$ cat src/rsfm_map.vh
`ifndef RSFM_MAP_VH
`define RSFM_MAP_VH

// Register offsets on the plain register port.
`define RSFM_ADDR_W 5
`define RSFM_OFS_LIVE 5'h00
`define RSFM_OFS_STICKY 5'h01
`define RSFM_OFS_SEL 5'h02
`define RSFM_OFS_IE 5'h03
`define RSFM_OFS_HIZ 5'h04
`define RSFM_OFS_CFG 5'h05
`define RSFM_OFS_FATAL 5'h06
`define RSFM_OFS_EVENT 5'h07
`define RSFM_OFS_TARGET 5'h08
`define RSFM_OFS_FLOOR 5'h09
`define RSFM_OFS_CEIL 5'h0a
`define RSFM_OFS_AMP 5'h0b
`define RSFM_OFS_OFS_LIM 5'h0c
`define RSFM_OFS_BAL_LIM 5'h0d
`define RSFM_OFS_PH_LIM 5'h0e
`define RSFM_OFS_ZPH_LIM 5'h0f
`define RSFM_OFS_CMD 5'h10
`define RSFM_OFS_STATUS 5'h11

// Field positions.
`define RSFM_COND_AMP 5
`define RSFM_COND_RES 7
`define RSFM_CFG_FILT_HI 2
`define RSFM_CFG_FILT_LO 0
`define RSFM_CFG_ENC 3
`define RSFM_CFG_ENZ 4
`define RSFM_EVT_ROLL 0
`define RSFM_EVT_CAP 1
`define RSFM_STAT_IRQ 0
`define RSFM_STAT_PINMODE 1
`define RSFM_TRISTATE_ENABLE_MASK 2

// Reset values.
`define RSFM_RST_TARGET 8'h96
`define RSFM_RST_FLOOR 8'h87
`define RSFM_RST_CEIL 8'ha5
`define RSFM_RST_LIM 8'hff
`define RSFM_RST_MASK 8'h00

// Pin configuration mode fixed masks.
`define RSFM_PIN_SEL 8'h00
`define RSFM_PIN_IE 8'h26
`define RSFM_PIN_HIZ 8'h00

// Commands.
`define RSFM_CMD_NVM_STORE 8'h11
`define RSFM_CMD_CAL_SC 8'h21
`define RSFM_CMD_CAL_ALL 8'h23
`define RSFM_CMD_RESTART 8'h01

// Timing: filter step of one microsecond at a 20 ns clock.
`define RSFM_CLK_PERIOD_NS 20
`define RSFM_FILTER_STEP_NS 1000
`define RSFM_FILTER_STEP_CYC (`RSFM_FILTER_STEP_NS / `RSFM_CLK_PERIOD_NS)

`endif

$ cat src/rsfm_debounce.v
`timescale 1ns/1ns
`default_nettype none

module rsfm_debounce #(
    parameter CNT_W = 12
) (
    // Clock and reset.
    input wire clk_i,
    input wire rst_i,
    // Raw condition and programmed hold time in cycles.
    input wire cond_i,
    input wire [CNT_W-1:0] hold_i,
    // Filtered flag.
    output reg flag_o
);

    reg [CNT_W-1:0] cnt_reg;

    // The flag rises only after an unbroken run; any gap restarts the count.
    always @(posedge clk_i)
    begin
        if (rst_i || !cond_i)
        begin
            cnt_reg <= {CNT_W{1'b0}};
            flag_o <= 1'b0;
        end
        else if (cnt_reg >= hold_i)
        begin
            flag_o <= 1'b1;
        end
        else
        begin
            cnt_reg <= cnt_reg + {{(CNT_W-1){1'b0}}, 1'b1};
        end
    end

endmodule // rsfm_debounce

`default_nettype wire

$ cat src/rsfm_isqrt.v
`timescale 1ns/1ns
`default_nettype none

module rsfm_isqrt (
    // Clock and reset.
    input wire clk_i,
    input wire rst_i,
    // Request.
    input wire start_i,
    input wire [15:0] value_i,
    // Result.
    output wire busy_o,
    output reg [7:0] root_o,
    output reg done_o
);

    reg [15:0] value_reg;
    reg [7:0] work_reg;
    reg [7:0] bit_reg;
    wire [7:0] trial;
    wire [15:0] trial_sq;

    assign trial = work_reg | bit_reg;
    assign trial_sq = trial * trial;
    assign busy_o = (bit_reg != 8'h00);

    // One result bit per cycle trades latency for a single small multiplier.
    always @(posedge clk_i)
    begin
        done_o <= 1'b0;
        if (rst_i)
        begin
            value_reg <= 16'h0000;
            work_reg <= 8'h00;
            bit_reg <= 8'h00;
            root_o <= 8'h00;
        end
        else if (!busy_o)
        begin
            if (start_i)
            begin
                value_reg <= value_i;
                work_reg <= 8'h00;
                bit_reg <= 8'h80;
            end
        end
        else
        begin
            if (trial_sq <= value_reg)
            begin
                work_reg <= trial;
            end
            bit_reg <= {1'b0, bit_reg[7:1]};
            if (bit_reg == 8'h01)
            begin
                root_o <= (trial_sq <= value_reg) ? trial : work_reg;
                done_o <= 1'b1;
            end
        end
    end

endmodule // rsfm_isqrt

`default_nettype wire

$ cat src/rsfm_monitor.v
`timescale 1ns/1ns
`default_nettype none
`include "rsfm_map.vh"

module rsfm_monitor #(
    parameter FILT_CNT_W = 12
) (
    // Clock and reset.
    input wire CLK_SYS_I,
    input wire SYS_RST_I,
    // Register port.
    input wire [`RSFM_ADDR_W-1:0] REG_ADDR_I,
    input wire [7:0] REG_WDATA_I,
    input wire REG_WR_I,
    input wire REG_RD_I,
    output reg [7:0] REG_RDATA_O,
    // Pins from outside the clock domain.
    input wire PIN_MODE_I,
    input wire CALIBRATE_PIN_N_I,
    // Raw conditions and events from the device core.
    input wire [7:0] COND_RAW_I,
    input wire [2:0] FATAL_RAW_I,
    input wire ROLLOVER_I,
    input wire CAPTURE_I,
    // Signal path samples and residues, two's complement.
    input wire [7:0] SIN_I,
    input wire [7:0] COS_I,
    input wire [7:0] SINE_OFFSET_ERROR_I,
    input wire [7:0] COSINE_OFFSET_ERROR_I,
    input wire [7:0] BALANCE_ERROR_I,
    input wire [7:0] QUADRATURE_PHASE_ERROR_I,
    input wire [7:0] INDEX_PHASE_ERROR_I,
    // Interrupt, tristate and status.
    output wire INTERRUPT_OUT_N_O,
    output wire IRQ_O,
    output wire ABZ_HIZ_O,
    output wire [7:0] STATUS_BYTE_O,
    // Calibration and storage requests, and the amplitude target.
    output reg CAL_START_O,
    output reg CAL_ALL_O,
    output reg NVM_STORE_O,
    output wire [7:0] AMPLITUDE_TARGET_O
);

    // Magnitude of a two's complement byte, 0x80 saturates to 0x80.
    function [7:0] mag;
        input [7:0] v;
        begin
            mag = v[7] ? (~v + 8'h01) : v;
        end
    endfunction

    // Synchroniser chains for the two pins.
    reg [1:0] sync1_reg;
    reg [1:0] sync2_reg;
    reg [1:0] sync3_reg;
    reg [1:0] pin_val_reg;
    wire pin_mode;
    wire cal_pin_n;

    // Registers.
    reg [7:0] sticky_reg;
    reg [7:0] sel_reg;
    reg [7:0] ie_reg;
    reg [7:0] hiz_reg;
    reg [4:0] cfg_reg;
    reg [2:0] fatal_reg;
    reg [1:0] event_reg;
    reg [7:0] target_reg;
    reg [7:0] floor_reg;
    reg [7:0] ceil_reg;
    reg [7:0] ofs_lim_reg;
    reg [7:0] bal_lim_reg;
    reg [7:0] ph_lim_reg;
    reg [7:0] zph_lim_reg;
    reg cal_pin_old_reg;
    reg [7:0] rdata_next;

    // Condition path.
    wire [7:0] cond_in;
    wire [7:0] live;
    wire [7:0] eff_sel;
    wire [7:0] eff_ie;
    wire [7:0] eff_hiz;
    wire [7:0] chosen;
    wire [FILT_CNT_W-1:0] hold_cyc;
    wire amp_fault;
    wire res_fault;
    wire wr_sticky;
    wire wr_event;
    wire wr_cmd;
    wire restart;

    // Amplitude monitor.
    wire [15:0] sin_sq;
    wire [15:0] cos_sq;
    wire [15:0] amp_sq;
    wire [7:0] amp;
    wire sqrt_busy;
    wire [10:0] tgt3;
    wire [10:0] tgt6;
    wire [8:0] pin_floor;
    wire [8:0] pin_ceil;
    wire [10:0] floor_full;
    wire [10:0] ceil_full;

    // Three flops per pin; a change counts when stages two and three agree.
    always @(posedge CLK_SYS_I)
    begin
        if (SYS_RST_I)
        begin
            sync1_reg <= 2'h2;
            sync2_reg <= 2'h2;
            sync3_reg <= 2'h2;
            pin_val_reg <= 2'h2;
        end
        else
        begin
            sync1_reg <= {CALIBRATE_PIN_N_I, PIN_MODE_I};
            sync2_reg <= sync1_reg;
            sync3_reg <= sync2_reg;
            if (sync2_reg[0] == sync3_reg[0])
            begin
                pin_val_reg[0] <= sync3_reg[0];
            end
            if (sync2_reg[1] == sync3_reg[1])
            begin
                pin_val_reg[1] <= sync3_reg[1];
            end
        end
    end

    assign pin_mode = pin_val_reg[0];
    assign cal_pin_n = pin_val_reg[1];

    // Sum of squares feeds the root engine, restarted as soon as it idles.
    assign sin_sq = $signed(SIN_I) * $signed(SIN_I);
    assign cos_sq = $signed(COS_I) * $signed(COS_I);
    assign amp_sq = sin_sq + cos_sq;

    rsfm_isqrt u_isqrt (
        .clk_i(CLK_SYS_I),
        .rst_i(SYS_RST_I),
        .start_i(1'b1),
        .value_i(amp_sq),
        .busy_o(sqrt_busy),
        .root_o(amp),
        .done_o()
    );

    // Pin mode limits at 60 and 120 percent of the calibrated target.
    assign tgt3 = {3'h0, target_reg} * 11'h003;
    assign tgt6 = {3'h0, target_reg} * 11'h006;
    assign floor_full = tgt3 / 11'h005;
    assign ceil_full = tgt6 / 11'h005;
    // Dividing the full products keeps a large target from wrapping.
    assign pin_floor = floor_full[8:0];
    assign pin_ceil = ceil_full[8:0];

    // Amplitude fault uses fixed ratios in pin mode, register limits otherwise.
    assign amp_fault = pin_mode
        ? (({1'b0, amp} < pin_floor) || ({1'b0, amp} > pin_ceil))
        : ((amp < floor_reg) || (amp > ceil_reg));

    // Residue magnitudes against their limits; both offsets share one limit.
    assign res_fault = (mag(SINE_OFFSET_ERROR_I) > ofs_lim_reg)
                    || (mag(COSINE_OFFSET_ERROR_I) > ofs_lim_reg)
                    || (mag(BALANCE_ERROR_I) > bal_lim_reg)
                    || (mag(QUADRATURE_PHASE_ERROR_I) > ph_lim_reg)
                    || (mag(INDEX_PHASE_ERROR_I) > zph_lim_reg);

    // Internal monitors replace the raw bits 5 and 7.
    assign cond_in = {res_fault, COND_RAW_I[6], amp_fault, COND_RAW_I[4:0]};

    // The step count is cut to the counter width before it is scaled.
    localparam [31:0] FILT_STEP_FULL = `RSFM_FILTER_STEP_CYC;
    localparam [FILT_CNT_W-1:0] FILT_STEP = FILT_STEP_FULL[FILT_CNT_W-1:0];
    assign hold_cyc = cfg_reg[`RSFM_CFG_FILT_HI:`RSFM_CFG_FILT_LO]
                    * FILT_STEP;

    // One debounce filter per condition.
    genvar gi;
    generate
        for (gi = 0; gi < 8; gi = gi + 1)
        begin : g_filt
            rsfm_debounce #(
                .CNT_W(FILT_CNT_W)
            ) u_filt (
                .clk_i(CLK_SYS_I),
                .rst_i(SYS_RST_I),
                .cond_i(cond_in[gi]),
                .hold_i(hold_cyc),
                .flag_o(live[gi])
            );
        end
    endgenerate

    // Pin mode overrides the software masks.
    assign eff_sel = pin_mode ? `RSFM_PIN_SEL : sel_reg;
    assign eff_ie = pin_mode ? `RSFM_PIN_IE : ie_reg;
    assign eff_hiz = pin_mode ? `RSFM_PIN_HIZ : hiz_reg;
    assign chosen = (eff_sel & sticky_reg) | (~eff_sel & live);

    // Fatal faults always win; events count only while pending.
    assign IRQ_O = (|(chosen & eff_ie)) || (|fatal_reg)
                || (|event_reg);
    assign INTERRUPT_OUT_N_O = ~IRQ_O;
    assign ABZ_HIZ_O = (|(chosen & eff_hiz)) || (|fatal_reg);
    assign STATUS_BYTE_O = {5'h00, ABZ_HIZ_O, pin_mode, IRQ_O};
    assign AMPLITUDE_TARGET_O = target_reg;

    assign wr_sticky = REG_WR_I && (REG_ADDR_I == `RSFM_OFS_STICKY);
    assign wr_event = REG_WR_I && (REG_ADDR_I == `RSFM_OFS_EVENT);
    assign wr_cmd = REG_WR_I && (REG_ADDR_I == `RSFM_OFS_CMD);
    assign restart = wr_cmd && (REG_WDATA_I == `RSFM_CMD_RESTART);

    // Flags: a new set wins over a clear in the same cycle.
    always @(posedge CLK_SYS_I)
    begin
        if (SYS_RST_I)
        begin
            sticky_reg <= 8'h00;
            fatal_reg <= 3'h0;
            event_reg <= 2'h0;
        end
        else
        begin
            sticky_reg <= (sticky_reg & ~(wr_sticky ? REG_WDATA_I : 8'h00))
                        | live;
            // Only reset or restart releases a fatal flag.
            fatal_reg <= (restart ? 3'h0 : fatal_reg) | FATAL_RAW_I;
            event_reg[`RSFM_EVT_ROLL] <= (event_reg[`RSFM_EVT_ROLL]
                && !(wr_event && REG_WDATA_I[`RSFM_EVT_ROLL]))
                || (ROLLOVER_I && cfg_reg[`RSFM_CFG_ENC]);
            event_reg[`RSFM_EVT_CAP] <= (event_reg[`RSFM_EVT_CAP]
                && !(wr_event && REG_WDATA_I[`RSFM_EVT_CAP]))
                || (CAPTURE_I && cfg_reg[`RSFM_CFG_ENZ]);
        end
    end

    // Configuration registers written by software.
    always @(posedge CLK_SYS_I)
    begin
        if (SYS_RST_I)
        begin
            sel_reg <= `RSFM_RST_MASK;
            ie_reg <= `RSFM_RST_MASK;
            hiz_reg <= `RSFM_RST_MASK;
            cfg_reg <= 5'h00;
            target_reg <= `RSFM_RST_TARGET;
            floor_reg <= `RSFM_RST_FLOOR;
            ceil_reg <= `RSFM_RST_CEIL;
            ofs_lim_reg <= `RSFM_RST_LIM;
            bal_lim_reg <= `RSFM_RST_LIM;
            ph_lim_reg <= `RSFM_RST_LIM;
            zph_lim_reg <= `RSFM_RST_LIM;
        end
        else if (REG_WR_I)
        begin
            case (REG_ADDR_I)
                `RSFM_OFS_SEL: sel_reg <= REG_WDATA_I;
                `RSFM_OFS_IE: ie_reg <= REG_WDATA_I;
                `RSFM_OFS_HIZ: hiz_reg <= REG_WDATA_I;
                `RSFM_OFS_CFG: cfg_reg <= REG_WDATA_I[4:0];
                `RSFM_OFS_TARGET: target_reg <= REG_WDATA_I;
                `RSFM_OFS_FLOOR: floor_reg <= REG_WDATA_I;
                `RSFM_OFS_CEIL: ceil_reg <= REG_WDATA_I;
                `RSFM_OFS_OFS_LIM: ofs_lim_reg <= REG_WDATA_I;
                `RSFM_OFS_BAL_LIM: bal_lim_reg <= REG_WDATA_I;
                `RSFM_OFS_PH_LIM: ph_lim_reg <= REG_WDATA_I;
                `RSFM_OFS_ZPH_LIM: zph_lim_reg <= REG_WDATA_I;
                default: ;
            endcase
        end
    end

    // Command and calibrate pin produce one-cycle request pulses.
    // Storage itself lives elsewhere; this block only raises the request.
    always @(posedge CLK_SYS_I)
    begin
        if (SYS_RST_I)
        begin
            cal_pin_old_reg <= 1'b1;
            CAL_START_O <= 1'b0;
            CAL_ALL_O <= 1'b0;
            NVM_STORE_O <= 1'b0;
        end
        else
        begin
            cal_pin_old_reg <= cal_pin_n;
            CAL_START_O <= (cal_pin_old_reg && !cal_pin_n)
                || (wr_cmd && (REG_WDATA_I == `RSFM_CMD_CAL_SC))
                || (wr_cmd && (REG_WDATA_I == `RSFM_CMD_CAL_ALL));
            CAL_ALL_O <= (cal_pin_old_reg && !cal_pin_n)
                || (wr_cmd && (REG_WDATA_I == `RSFM_CMD_CAL_ALL));
            NVM_STORE_O <= wr_cmd
                && (REG_WDATA_I == `RSFM_CMD_NVM_STORE);
        end
    end

    // Read mux; unmapped and write-only offsets read as zero.
    always @*
    begin
        rdata_next = 8'h00;
        case (REG_ADDR_I)
            `RSFM_OFS_LIVE: rdata_next = live;
            `RSFM_OFS_STICKY: rdata_next = sticky_reg;
            `RSFM_OFS_SEL: rdata_next = sel_reg;
            `RSFM_OFS_IE: rdata_next = ie_reg;
            `RSFM_OFS_HIZ: rdata_next = hiz_reg;
            `RSFM_OFS_CFG: rdata_next = {3'h0, cfg_reg};
            `RSFM_OFS_FATAL: rdata_next = {5'h00, fatal_reg};
            `RSFM_OFS_EVENT: rdata_next = {6'h00, event_reg};
            `RSFM_OFS_TARGET: rdata_next = target_reg;
            `RSFM_OFS_FLOOR: rdata_next = floor_reg;
            `RSFM_OFS_CEIL: rdata_next = ceil_reg;
            `RSFM_OFS_AMP: rdata_next = amp;
            `RSFM_OFS_OFS_LIM: rdata_next = ofs_lim_reg;
            `RSFM_OFS_BAL_LIM: rdata_next = bal_lim_reg;
            `RSFM_OFS_PH_LIM: rdata_next = ph_lim_reg;
            `RSFM_OFS_ZPH_LIM: rdata_next = zph_lim_reg;
            `RSFM_OFS_STATUS: rdata_next = STATUS_BYTE_O;
            default: rdata_next = 8'h00;
        endcase
    end

    // Read data stands for exactly the cycle after the strobe.
    always @(posedge CLK_SYS_I)
    begin
        if (SYS_RST_I)
        begin
            REG_RDATA_O <= 8'h00;
        end
        else
        begin
            REG_RDATA_O <= REG_RD_I ? rdata_next : 8'h00;
        end
    end

endmodule // rsfm_monitor

`default_nettype wire

$ cat config.mk
export PLATFORM = sky130hd
export DESIGN_NAME = rsfm_monitor
export DESIGN_NICKNAME = d
export VERILOG_FILES = /design/src/rsfm_debounce.v /design/src/rsfm_isqrt.v /design/src/rsfm_monitor.v
export VERILOG_INCLUDE_DIRS = /design/src
export SDC_FILE = /design/constraint.sdc
export NUM_CORES = 1
export LEC_CHECK = 0
export BUFFER_PORTS_ARGS = -buffer_cell sky130_fd_sc_hd__buf_2
export CORE_MARGIN = 2
export CORE_UTILIZATION = 60
export CTS_CLUSTER_SIZE = 40
export DETAILED_ROUTE_END_ITERATION = 16
export GPL_TIMING_DRIVEN = 1
export HOLD_SLACK_MARGIN = 0.06
export PLACE_DENSITY = 0.8
export SLEW_MARGIN = 20
export SYNTH_ARGS = -nofsm -noshare
export SYNTH_HDL_FRONTEND = slang
export SYNTH_SLANG_ARGS = --single-unit
export TNS_END_PERCENT = 10
$ cat constraint.sdc
create_clock -name CLK_SYS_I -period 11.2 [get_ports CLK_SYS_I]
set_input_delay 2.8 -clock CLK_SYS_I [delete_from_list [all_inputs] [get_ports CLK_SYS_I]]
set_output_delay 2.8 -clock CLK_SYS_I [all_outputs]
set_load 0.02 [all_outputs]
==> metrics.csv, run 1 <==
stage;metric;value;unit
finish;largest_reg_flops;96;
clock_tree;postCtsSetupBuffers;0;
global_route;antenna_found_initial;0;
clock_tree;cts_tree;built;
die;core;37400;um^2
power_and_ir_drop;p_per_area;168;nW/um^2
synth;ys_seq_elements;262;
critical_path;critPathMostFrequentCell;o21a_1;
global_route;overflow;0;
worst_hold_path;hp-start;g_filt[3].u_filt.cnt_reg[10];
critical_path;r2r_slack;2.92;ns
clock_tree;numCtsBuffers;28;
synth;synthArstFlopShare;0;
sta;worstMarginPinSlew;1.14;ns
sta;skew;0.0219;ns
clock_tree;htreeDepth;1;
synth;yosysSeqAreaShare;0.232;
route;wl_per_cell;17.8;um
critical_path;critPathCaptureType;register;
finish;layout_commonest_cell;inv_1;
finish;drive_gt1_frac;0.0800;
route;via_per_inst;5.97;
critical_path;regToRegStartpoint;AMPLITUDE_TARGET_O[0];
clock_tree;cts_buffer_depth;3;
sta;rsz0062_at_grt;no;
power_and_ir_drop;ir_worst_vdd;258;uV
synth;netlist_instances;2679;
global_route;grtUsageTotal;0.298;
critical_path;crit_family;simple AND/OR/NAND/NOR gates;
route;wl;58200;um
global_route;grt.busiest_layer;met2;
global_route;use_met3;0.0342;
synth;synthDistinctLibCells;87;
finish;num-nets-final;3217;
sta;hold_violations;0;
critical_path;critical_path.max_stage_delay;0.62;ns
sta;slew_violations;0;
sta;fmax;0.121;GHz
synth;synth_edf_count;0;
finish;syn_to_final_growth;8.20;%
critical_path;critPathSlowestCell;nor3_4;
die;die_w;198;um
clock_tree;ctsHoldBuffers;0;
route;detail_route.first_pass.iterations;5;
synth;synth-main-ff-cell;dfxtp_1;
global_route;grt_pass1_wl;95300;um
critical_path;crit_path_max_fanout;17;
place;port_buffers;110;
global_route;grt_max_degree;95;
finish;stdcell_count;3261;
critical_path;cp-start-kind;register;
critical_path;r2r_cells;27;
die;rows;71;
clock_tree;cts.clk_slew.worst_paths;0.06;ns
place;dp.cells;3209;
route;drtAntennaViolNets;0;
die;die_y;198;um
sta;finalCriticalPeriod;8.28;ns
global_route;grt_use_met1;0.371;
die;initial_core_util;0.604;
sta;tns;0;ns
critical_path;r2r-end;g_filt[5].u_filt.cnt_reg[4];
flow_run;maxCapViolations;0;
place;gp_congestion;0.953;
clock_tree;cts_resized;0;
power_and_ir_drop;p_leak;11.1;nW
clock_tree;clk_latency;0.55;ns
finish;final_cell_mix;inv_1 (306), dfxtp_1 (262), ha_1 (260);
clock_tree;clockRootBuffer;clkbuf_16;
die;io-pin-count;118;
worst_hold_path;hold_end;g_filt[3].u_filt.cnt_reg[10];
route;drc_errors;0;
finish;antenna_cells;0;
status;outcome;finished, final reports clean;
route;vias;19500;
global_route;first_global_vias;19300;
critical_path;crit_type;reg -> reg;
sta;final-setup-viol-count;0;
synth;syn_area;22600;um^2
worst_hold_path;holdCritPathClass;reg -> reg;
sta;period_share;0.740;
synth;synthesis.area_per_instance;8.44;um^2
critical_path;arrival;8.68;ns
critical_path;worst-path-buf-inv;0;
worst_hold_path;hold_depth;2;
sta;slew_headroom;0.238;
critical_path;required;11.60;ns
clock_tree;clock-sinks;262;
global_route;use_met2;0.515;
die;dieArea;39200;um^2
route;drt_iter0_drc;1365;
place;dpl.hpwl;44000;um
critical_path;worstSetupStartpoint;AMPLITUDE_TARGET_O[0];
synth;yosys_warnings;0;
==> where the power goes <==
group          internal (mW)  switching, mW
combinational          0.994           1.16
sequential             0.970         0.0260
clock                  0.581          0.390
total                   2.55           1.57
==> worst max path at each step <==
stage / end / cells after the start
floorplan: u_isqrt.value_reg[15] / 21
global placement: u_isqrt.value_reg[15] / 21
detailed placement: u_isqrt.value_reg[15] / 21
CTS: g_filt[5].u_filt.cnt_reg[6] / 27
global route: g_filt[5].u_filt.cnt_reg[6] / 27
finish: g_filt[5].u_filt.cnt_reg[4] / 27
==> synthesized netlist by cell type (all sizes together) (16+ instances only) <==
library cell | count | area (um^2)
a21boi | 20 | 150
o22ai | 17 | 106
xnor2 | 107 | 937
nand3 | 88 | 445
a22o | 20 | 175
nand4 | 27 | 169
o21ai | 74 | 370
a221oi | 25 | 243
nand2b | 48 | 300
dfxtp | 262 | 5250
and3 | 66 | 413
nor3 | 36 | 208
nor2 | 218 | 826
a211o | 45 | 394
nor2b | 45 | 282
a31oi | 27 | 169
buf | 27 | 169
clkbuf | 86 | 323
a21o | 26 | 195
a211oi | 19 | 165
nand2 | 217 | 815
o21a | 54 | 405
nor4 | 21 | 131
or3 | 16 | 105
fa | 141 | 2820
inv | 306 | 1150
xor2 | 30 | 270
ha | 260 | 3250
a21oi | 152 | 764
and2 | 52 | 325
==> routing by layer <==
metal  vias to the layer above  wire, um
li1                       9317         -
met1                      9326     24100
met2                       655     27700
met3                       168      3550
met4                         0      2820
met5                         -         0
==> final cells by class <==
type	count	area (um^2)
flip-flops and latches	262	5250
clock buffers	36	812
repair buffers	127	681
clock inverters	16	169
well taps	511	639
inverters	307	1150
fillers	3092	12900
multi-input cells	2002	15800
==> per-stage QoR <==
step	hold WS (ns)	power, mW	util	area [um^2]	worst slack (ns)
after floorplan	0.389	2.76	-	22600	2.97
after global placement	0.417	3.08	0.627	23500	2.58
after detailed placement	0.417	3.17	0.627	23500	2.56
after CTS	0.428	4.14	0.653	24400	3.00
after global routing	0.451	4.50	0.654	24500	2.42
final	0.428	4.12	0.654	24500	2.92
==> worst reg2reg max path, delay by kind of cell (launching register included) <==
family | cells | cell delay (ns)
AND/OR/NAND/NOR | 9 | 2.82
AO/OA/AOI/OAI | 12 | 2.48
adder cells (fa/ha/maj) | 3 | 1.13
XOR/XNOR | 1 | 0.52
flip-flops | 1 | 0.50
multiplexers | 2 | 0.69
==> kinds of logic after synthesis <==
kind of cell | synth area share
fa+ha+maj | 0.269
mux | 0.00615
compound gates | 0.178
flops | 0.232
simple gates | 0.188
xor+xnor | 0.0534
other cells | 0.000332
buf+inv | 0.0727
(Power assumes the default switching activity.)
==> inputs of run 2 (changes only) <==
==> constraint.sdc (replaced) <==
create_clock -name CLK_SYS_I -period 8 [get_ports CLK_SYS_I]
set_input_delay 2 -clock CLK_SYS_I [delete_from_list [all_inputs] [get_ports CLK_SYS_I]]
set_output_delay 2 -clock CLK_SYS_I [all_outputs]
set_load 0.02 [all_outputs]
==> metrics.csv, run 2 (same netlist as run 1, synthesis figures left out) <==
stage;metric;value;unit;change
sta;worstMarginPinSlew;1.09;ns;-0.0441 ns
clock_tree;ctsHoldBuffers;0;;unchanged
critical_path;critPathCaptureType;register;;
critical_path;regToRegStartpoint;AMPLITUDE_TARGET_O[0];;
critical_path;r2r_slack;0.43;ns;-2.49 ns
finish;antenna_cells;0;;unchanged
power_and_ir_drop;ir_worst_vdd;312;uV;+21%
die;core;37400;um^2;unchanged
critical_path;critPathMostFrequentCell;o21a_1;;
place;dpl.hpwl;44400;um;+0.79%
clock_tree;numCtsBuffers;28;;unchanged
route;drtAntennaViolNets;0;;unchanged
sta;final-setup-viol-count;0;;unchanged
die;rows;71;;unchanged
sta;finalCriticalPeriod;7.57;ns;-0.712 ns
power_and_ir_drop;fin_total_pwr;5.78;mW;+40%
critical_path;arrival;7.98;ns;-0.70 ns
die;die_y;198;um;unchanged
place;port_buffers;110;;unchanged
route;drc_errors;0;;unchanged
route;drt_iter0_drc;1456;;+6.7%
critical_path;critical_path.max_stage_delay;0.59;ns;-0.03 ns
clock_tree;clk_latency;0.55;ns;about the same
die;initial_core_util;0.604;;unchanged
clock_tree;clock-sinks;262;;unchanged
clock_tree;cts_buffer_depth;3;;unchanged
finish;drive_gt1_frac;0.0784;;-0.00157
worst_hold_path;holdCritPathClass;reg -> reg;;
sta;tns;0;ns;unchanged
power_and_ir_drop;p_leak;11.1;nW;+0.29%
route;vias;19600;;+0.79%
finish;largest_reg_flops;96;;unchanged
sta;skew;0.0252;ns;+0.00328 ns
route;wl;58200;um;about the same
route;via_per_inst;6.01;;+0.66%
sta;period_share;0.946;;+0.207
finish;layout_commonest_cell;inv_1;;
finish;nFillCells;3074;;-0.58%
clock_tree;cts_tree;built;;
place;placed_cell_area;23500;um^2;+0.26%
finish;final_cell_mix;inv_1 (306), dfxtp_1 (262), ha_1 (259);;
sta;fmax;0.132;GHz;+9.4%
status;outcome;finished, final reports clean;;
critical_path;required;8.41;ns;-3.19 ns
route;wl_per_cell;17.8;um;about the same
die;dieArea;39200;um^2;unchanged
clock_tree;htreeDepth;1;;unchanged
die;io-pin-count;118;;unchanged
flow_run;maxCapViolations;0;;unchanged
global_route;first_global_vias;19200;;-0.49%
worst_hold_path;hold_depth;2;;unchanged
critical_path;crit_path_max_fanout;13;;-4
finish;num-nets-final;3225;;+0.25%
global_route;grt_max_degree;81;;-15%
critical_path;crit_type;reg -> reg;;
critical_path;r2r_cells;28;;+3.7%
global_route;grtUsageTotal;0.296;;-0.00210
sta;rsz0062_at_grt;no;;
clock_tree;clockRootBuffer;clkbuf_16;;
global_route;overflow;0;;unchanged
worst_hold_path;hp-start;g_filt[3].u_filt.cnt_reg[10];;
critical_path;cp-start-kind;register;;
sta;hold_violations;0;;unchanged
sta;slew_headroom;0.267;;+0.0296
route;detail_route.first_pass.iterations;7;;+2
place;gp_congestion;0.958;;+0.52%
clock_tree;cts.clk_slew.worst_paths;0.06;ns;about the same
die;die_w;198;um;unchanged
finish;design_area;24500;um^2;+0.28%
critical_path;r2r-end;g_filt[5].u_filt.cnt_reg[2];;
power_and_ir_drop;p_per_area;236;nW/um^2;+40%
global_route;grt_pass1_wl;94600;um;-0.75%
finish;syn_to_final_growth;8.50;%;
worst_hold_path;hold_end;g_filt[3].u_filt.cnt_reg[10];;
critical_path;critPathSlowestCell;a221oi_4;;
sta;hold_slack;0.428;ns;+0.000172 ns
global_route;antenna_found_initial;0;;unchanged
sta;slew_violations;0;;unchanged
[run 2: cell count changes in the layout (fill, tap and decap cells not counted), moves of 2 or more]
| cell | change |
|---|---|
| clkinv_2 | -9 |
| buf_4 | +8 |
| inv_6 | -2 |
| clkbuf_1 | +7 |
[run 2: metal layers]
metal | vias to the layer above | global-route usage | part of all wire
met5 | - | 0 | 0
met4 | 0 | 0.115 | 0.042
met3 | 152 | 0.0305 | 0.059
met2 | 680 | 0.526 | 0.49
li1 | 9332 | - | -
met1 | 9455 | 0.368 | 0.41
[run 2: how the worst max path moves through the flow]
stage	from	end	depth (start not counted)
2_1_floorplan	COS_I[7]	u_isqrt.value_reg[15]	21
3_3_place_gp	SIN_I[6]	u_isqrt.value_reg[15]	23
3_5_place_dp	SIN_I[0]	u_isqrt.value_reg[15]	23
4_1_cts	AMPLITUDE_TARGET_O[0]	g_filt[5].u_filt.cnt_reg[2]	28
5_1_grt	AMPLITUDE_TARGET_O[0]	g_filt[5].u_filt.cnt_reg[2]	28
6_report	AMPLITUDE_TARGET_O[0]	g_filt[5].u_filt.cnt_reg[2]	28
[run 2: area by class of cell]
class / instances / area (um^2) / share of cell area
Multi-Input combinational cell: 2002 / 15800 / 0.643
Sequential cell: 262 / 5250 / 0.214
Timing Repair Buffer: 135 / 741 / 0.0302
Tap cell: 511 / 639 / 0.0261
Inverter: 307 / 1150 / 0.0470
Clock buffer: 44 / 852 / 0.0348
Clock inverter: 4 / 120 / 0.00490
[run 2: power by group]
group          switching, mW  leakage (nW)  internal [mW]  total (mW)
sequential            0.0350          2.12           1.36        1.39
clock                  0.523         0.474          0.851        1.37
combinational           1.61          8.53           1.40        3.01
total                   2.17          11.1           3.61        5.78
[run 2: timing repair]
item,in CTS,in global routing
endpoints found under the setup margin,0,7
setup buffers,0,0
gates resized for setup,0,4
[run 2: worst max-delay path, delay by kind of cell (launching register included)]
family,cells,cell delay [ns]
flops,1,0.32
mux,2,0.69
simple gates,10,2.75
buf+inv,1,0.23
fa+ha+maj,3,1.01
compound gates,12,2.42
[run 2: through the flow]
stage	worst slack, ns	std cells	utilization
3_3_place_gp	0.293	3217	0.629
5_1_grt	0.0129	3265	0.656
2_1_floorplan	0.575	2684	-
6_report	0.429	3265	0.656
4_1_cts	0.470	3265	0.655
3_5_place_dp	0.269	3217	0.629
==> inputs of run 3 (changes only) <==
==> constraint.sdc (replaced) <==
create_clock -name CLK_SYS_I -period 9.3 [get_ports CLK_SYS_I]
set_input_delay 2.325 -clock CLK_SYS_I [delete_from_list [all_inputs] [get_ports CLK_SYS_I]]
set_output_delay 2.325 -clock CLK_SYS_I [all_outputs]
set_load 0.02 [all_outputs]
==> metrics.csv, run 3 (same netlist as run 1, synthesis figures left out) <==
stage;metric;value;unit;change
critical_path;critical_path.max_stage_delay;0.63;ns;+0.04 ns
global_route;antenna_found_initial;0;;unchanged
finish;stdcell_count;3258;;-0.21%
global_route;grt_max_degree;95;;+17%
global_route;grtUsageTotal;0.294;;-0.00146
power_and_ir_drop;p_sw;1.87;mW;-14%
sta;period_share;0.892;;-0.0543
power_and_ir_drop;p_leak;11.1;nW;-0.52%
place;port_buffers;110;;unchanged
finish;design_area;24400;um^2;-0.41%
sta;slew_violations;0;;unchanged
critical_path;r2r_slack;1.00;ns;+0.57 ns
clock_tree;cts_tree;built;;
route;drtAntennaViolNets;0;;unchanged
clock_tree;clk_latency;0.55;ns;about the same
clock_tree;htreeDepth;1;;unchanged
clock_tree;cts_buffer_depth;3;;unchanged
worst_hold_path;hold_end;g_filt[3].u_filt.cnt_reg[11];;
route;wl;57300;um;-1.5%
critical_path;crit_path_max_fanout;17;;+4
clock_tree;cts.clk_slew.worst_paths;0.06;ns;about the same
finish;drive_gt1_frac;0.0783;;-0.000164
finish;antenna_cells;0;;unchanged
power_and_ir_drop;swShare;0.379;;+0.00388
place;dp.cells;3208;;-0.28%
clock_tree;cts_resized;0;;unchanged
sta;skew;0.0139;ns;-0.0113 ns
worst_hold_path;hp-start;g_filt[3].u_filt.cnt_reg[11];;
finish;layout_commonest_cell;inv_1;;
clock_tree;postCtsSetupBuffers;0;;unchanged
finish;final_cell_mix;inv_1 (306), dfxtp_1 (262), ha_1 (260);;
clock_tree;ctsHoldBuffers;0;;unchanged
power_and_ir_drop;p_comb_frac;0.522;;about the same
sta;rsz0062_at_grt;no;;
flow_run;maxCapViolations;0;;unchanged
critical_path;cp-start-kind;register;;
sta;slew_headroom;0.219;;-0.0489
die;die_y;198;um;unchanged
die;dieArea;39200;um^2;unchanged
critical_path;regToRegStartpoint;AMPLITUDE_TARGET_O[1];;
finish;nFillCells;3085;;+0.36%
finish;syn_to_final_growth;8.06;%;
sta;fmax;0.121;GHz;-8.7%
worst_hold_path;holdCritPathClass;reg -> reg;;
sta;hold_violations;0;;unchanged
power_and_ir_drop;pwr-share-seq;0.243;;+0.002
die;io-pin-count;118;;unchanged
critical_path;required;9.69;ns;+1.28 ns
sta;worstMarginPinSlew;1.17;ns;+0.0729 ns
critical_path;arrival;8.68;ns;+0.70 ns
critical_path;crit_family;compound AO/OA/AOI/OAI gates;;
sta;final-setup-viol-count;0;;unchanged
place;gp_congestion;0.958;;about the same
power_and_ir_drop;p_per_area;202;nW/um^2;-14%
critical_path;critPathMostFrequentCell;o21a_1;;
critical_path;crit_type;reg -> reg;;
power_and_ir_drop;internal_power;3.06;mW;-15%
critical_path;critPathSlowestCell;nor3_4;;
route;drt_iter0_drc;1480;;+1.6%
route;drc_errors;0;;unchanged
global_route;first_global_vias;19200;;-0.22%
route;detail_route.first_pass.iterations;6;;-1
clock_tree;clockRootBuffer;clkbuf_16;;
global_route;overflow;0;;unchanged
finish;num-nets-final;3215;;-0.31%
sta;finalCriticalPeriod;8.30;ns;+0.725 ns
place;placed_cell_area;23400;um^2;-0.29%
route;vias;19300;;-1.5%
global_route;grt_pass1_wl;94400;um;-0.17%
critical_path;r2r_cells;27;;-3.6%
critical_path;critPathCaptureType;register;;
status;outcome;finished, final reports clean;;
critical_path;r2r-end;g_filt[5].u_filt.cnt_reg[5];;
power_and_ir_drop;clkPwrFrac;0.235;;-0.003
clock_tree;numCtsBuffers;27;;-3.6%
finish;largest_reg_flops;96;;unchanged
die;initial_core_util;0.604;;unchanged
route;via_per_inst;5.93;;-1.3%
die;rows;71;;unchanged
die;core;37400;um^2;unchanged
clock_tree;clock-sinks;262;;unchanged
critical_path;worst-path-buf-inv;0;;-1
route;wl_per_cell;17.6;um;-1.3%
power_and_ir_drop;ir_worst_vdd;291;uV;-6.8%
sta;tns;0;ns;unchanged
place;dpl.hpwl;43700;um;-1.5%
worst_hold_path;hold_depth;2;;unchanged
die;die_w;198;um;unchanged
## run 3: cell types whose count changed in the layout (fill, tap and decap cells not counted), moves of 2 or more
cell,before,now
clkinvlp_4,0,3
buf_4,26,17
clkbuf_16,29,27
clkinv_2,0,6
clkinv_4,0,2
clkbuf_1,8,1
## run 3: power by group through the flow
stage / Sequential (mW) / Combinational (mW) / Clock (mW)
6_report: 1.20 / 2.57 / 1.16
5_1_grt: 1.20 / 2.96 / 1.21
4_1_cts: 1.20 / 2.60 / 1.17
3_5_place_dp: 1.22 / 2.58 / 0
3_3_place_gp: 1.22 / 2.51 / 0
2_1_floorplan: 1.21 / 2.12 / 0
## run 3: cell type report
class                   instances  area (um^2)  area share
flip-flops and latches        262         5250       0.215
repair buffers                126          673      0.0276
clock buffers                  34          762      0.0312
well taps                     511          639      0.0262
multi-input cells            2002        15700       0.645
inverters                     307         1150      0.0472
clock inverters                16          199     0.00815
## run 3: worst min-delay path: cells and delay by family, from the launching register on
family / cells / cell delay [ns]
buf+inv: 1 / 0.05
simple gates: 1 / 0.03
flops: 1 / 0.31
## run 3: how the worst max path moves through the flow
| stage | start | to | cells after the start |
|---|---|---|---|
| after global routing | AMPLITUDE_TARGET_O[1] | g_filt[5].u_filt.cnt_reg[5] | 27 |
| final | AMPLITUDE_TARGET_O[1] | g_filt[5].u_filt.cnt_reg[5] | 27 |
| after global placement | COS_I[7] | u_isqrt.value_reg[15] | 21 |
| after detailed placement | COS_I[7] | u_isqrt.value_reg[15] | 21 |
| after CTS | AMPLITUDE_TARGET_O[1] | g_filt[5].u_filt.cnt_reg[5] | 27 |
| after floorplan | COS_I[7] | u_isqrt.value_reg[15] | 21 |
## run 3: metal layers
| layer | GRT usage | up-vias | part of all wire | routed length [um] |
|---|---|---|---|---|
| li1 | - | 9324 | - | - |
| met1 | 0.364 | 9194 | 0.41 | 23700 |
| met4 | 0.138 | 0 | 0.052 | 2960 |
| met3 | 0.0298 | 179 | 0.057 | 3240 |
| met5 | 0 | - | 0 | 0 |
| met2 | 0.516 | 634 | 0.48 | 27400 |
## run 3: per-stage QoR
step | util | power [mW] | hold slack (ns) | setup slack, ns
final | 0.653 | 4.93 | 0.433 | 1.00
after global routing | 0.653 | 5.37 | 0.446 | 0.436
after CTS | 0.653 | 4.96 | 0.432 | 1.12
after detailed placement | 0.627 | 3.81 | 0.418 | 1.10
after global placement | 0.627 | 3.73 | 0.416 | 1.13
after floorplan | - | 3.33 | 0.389 | 1.55
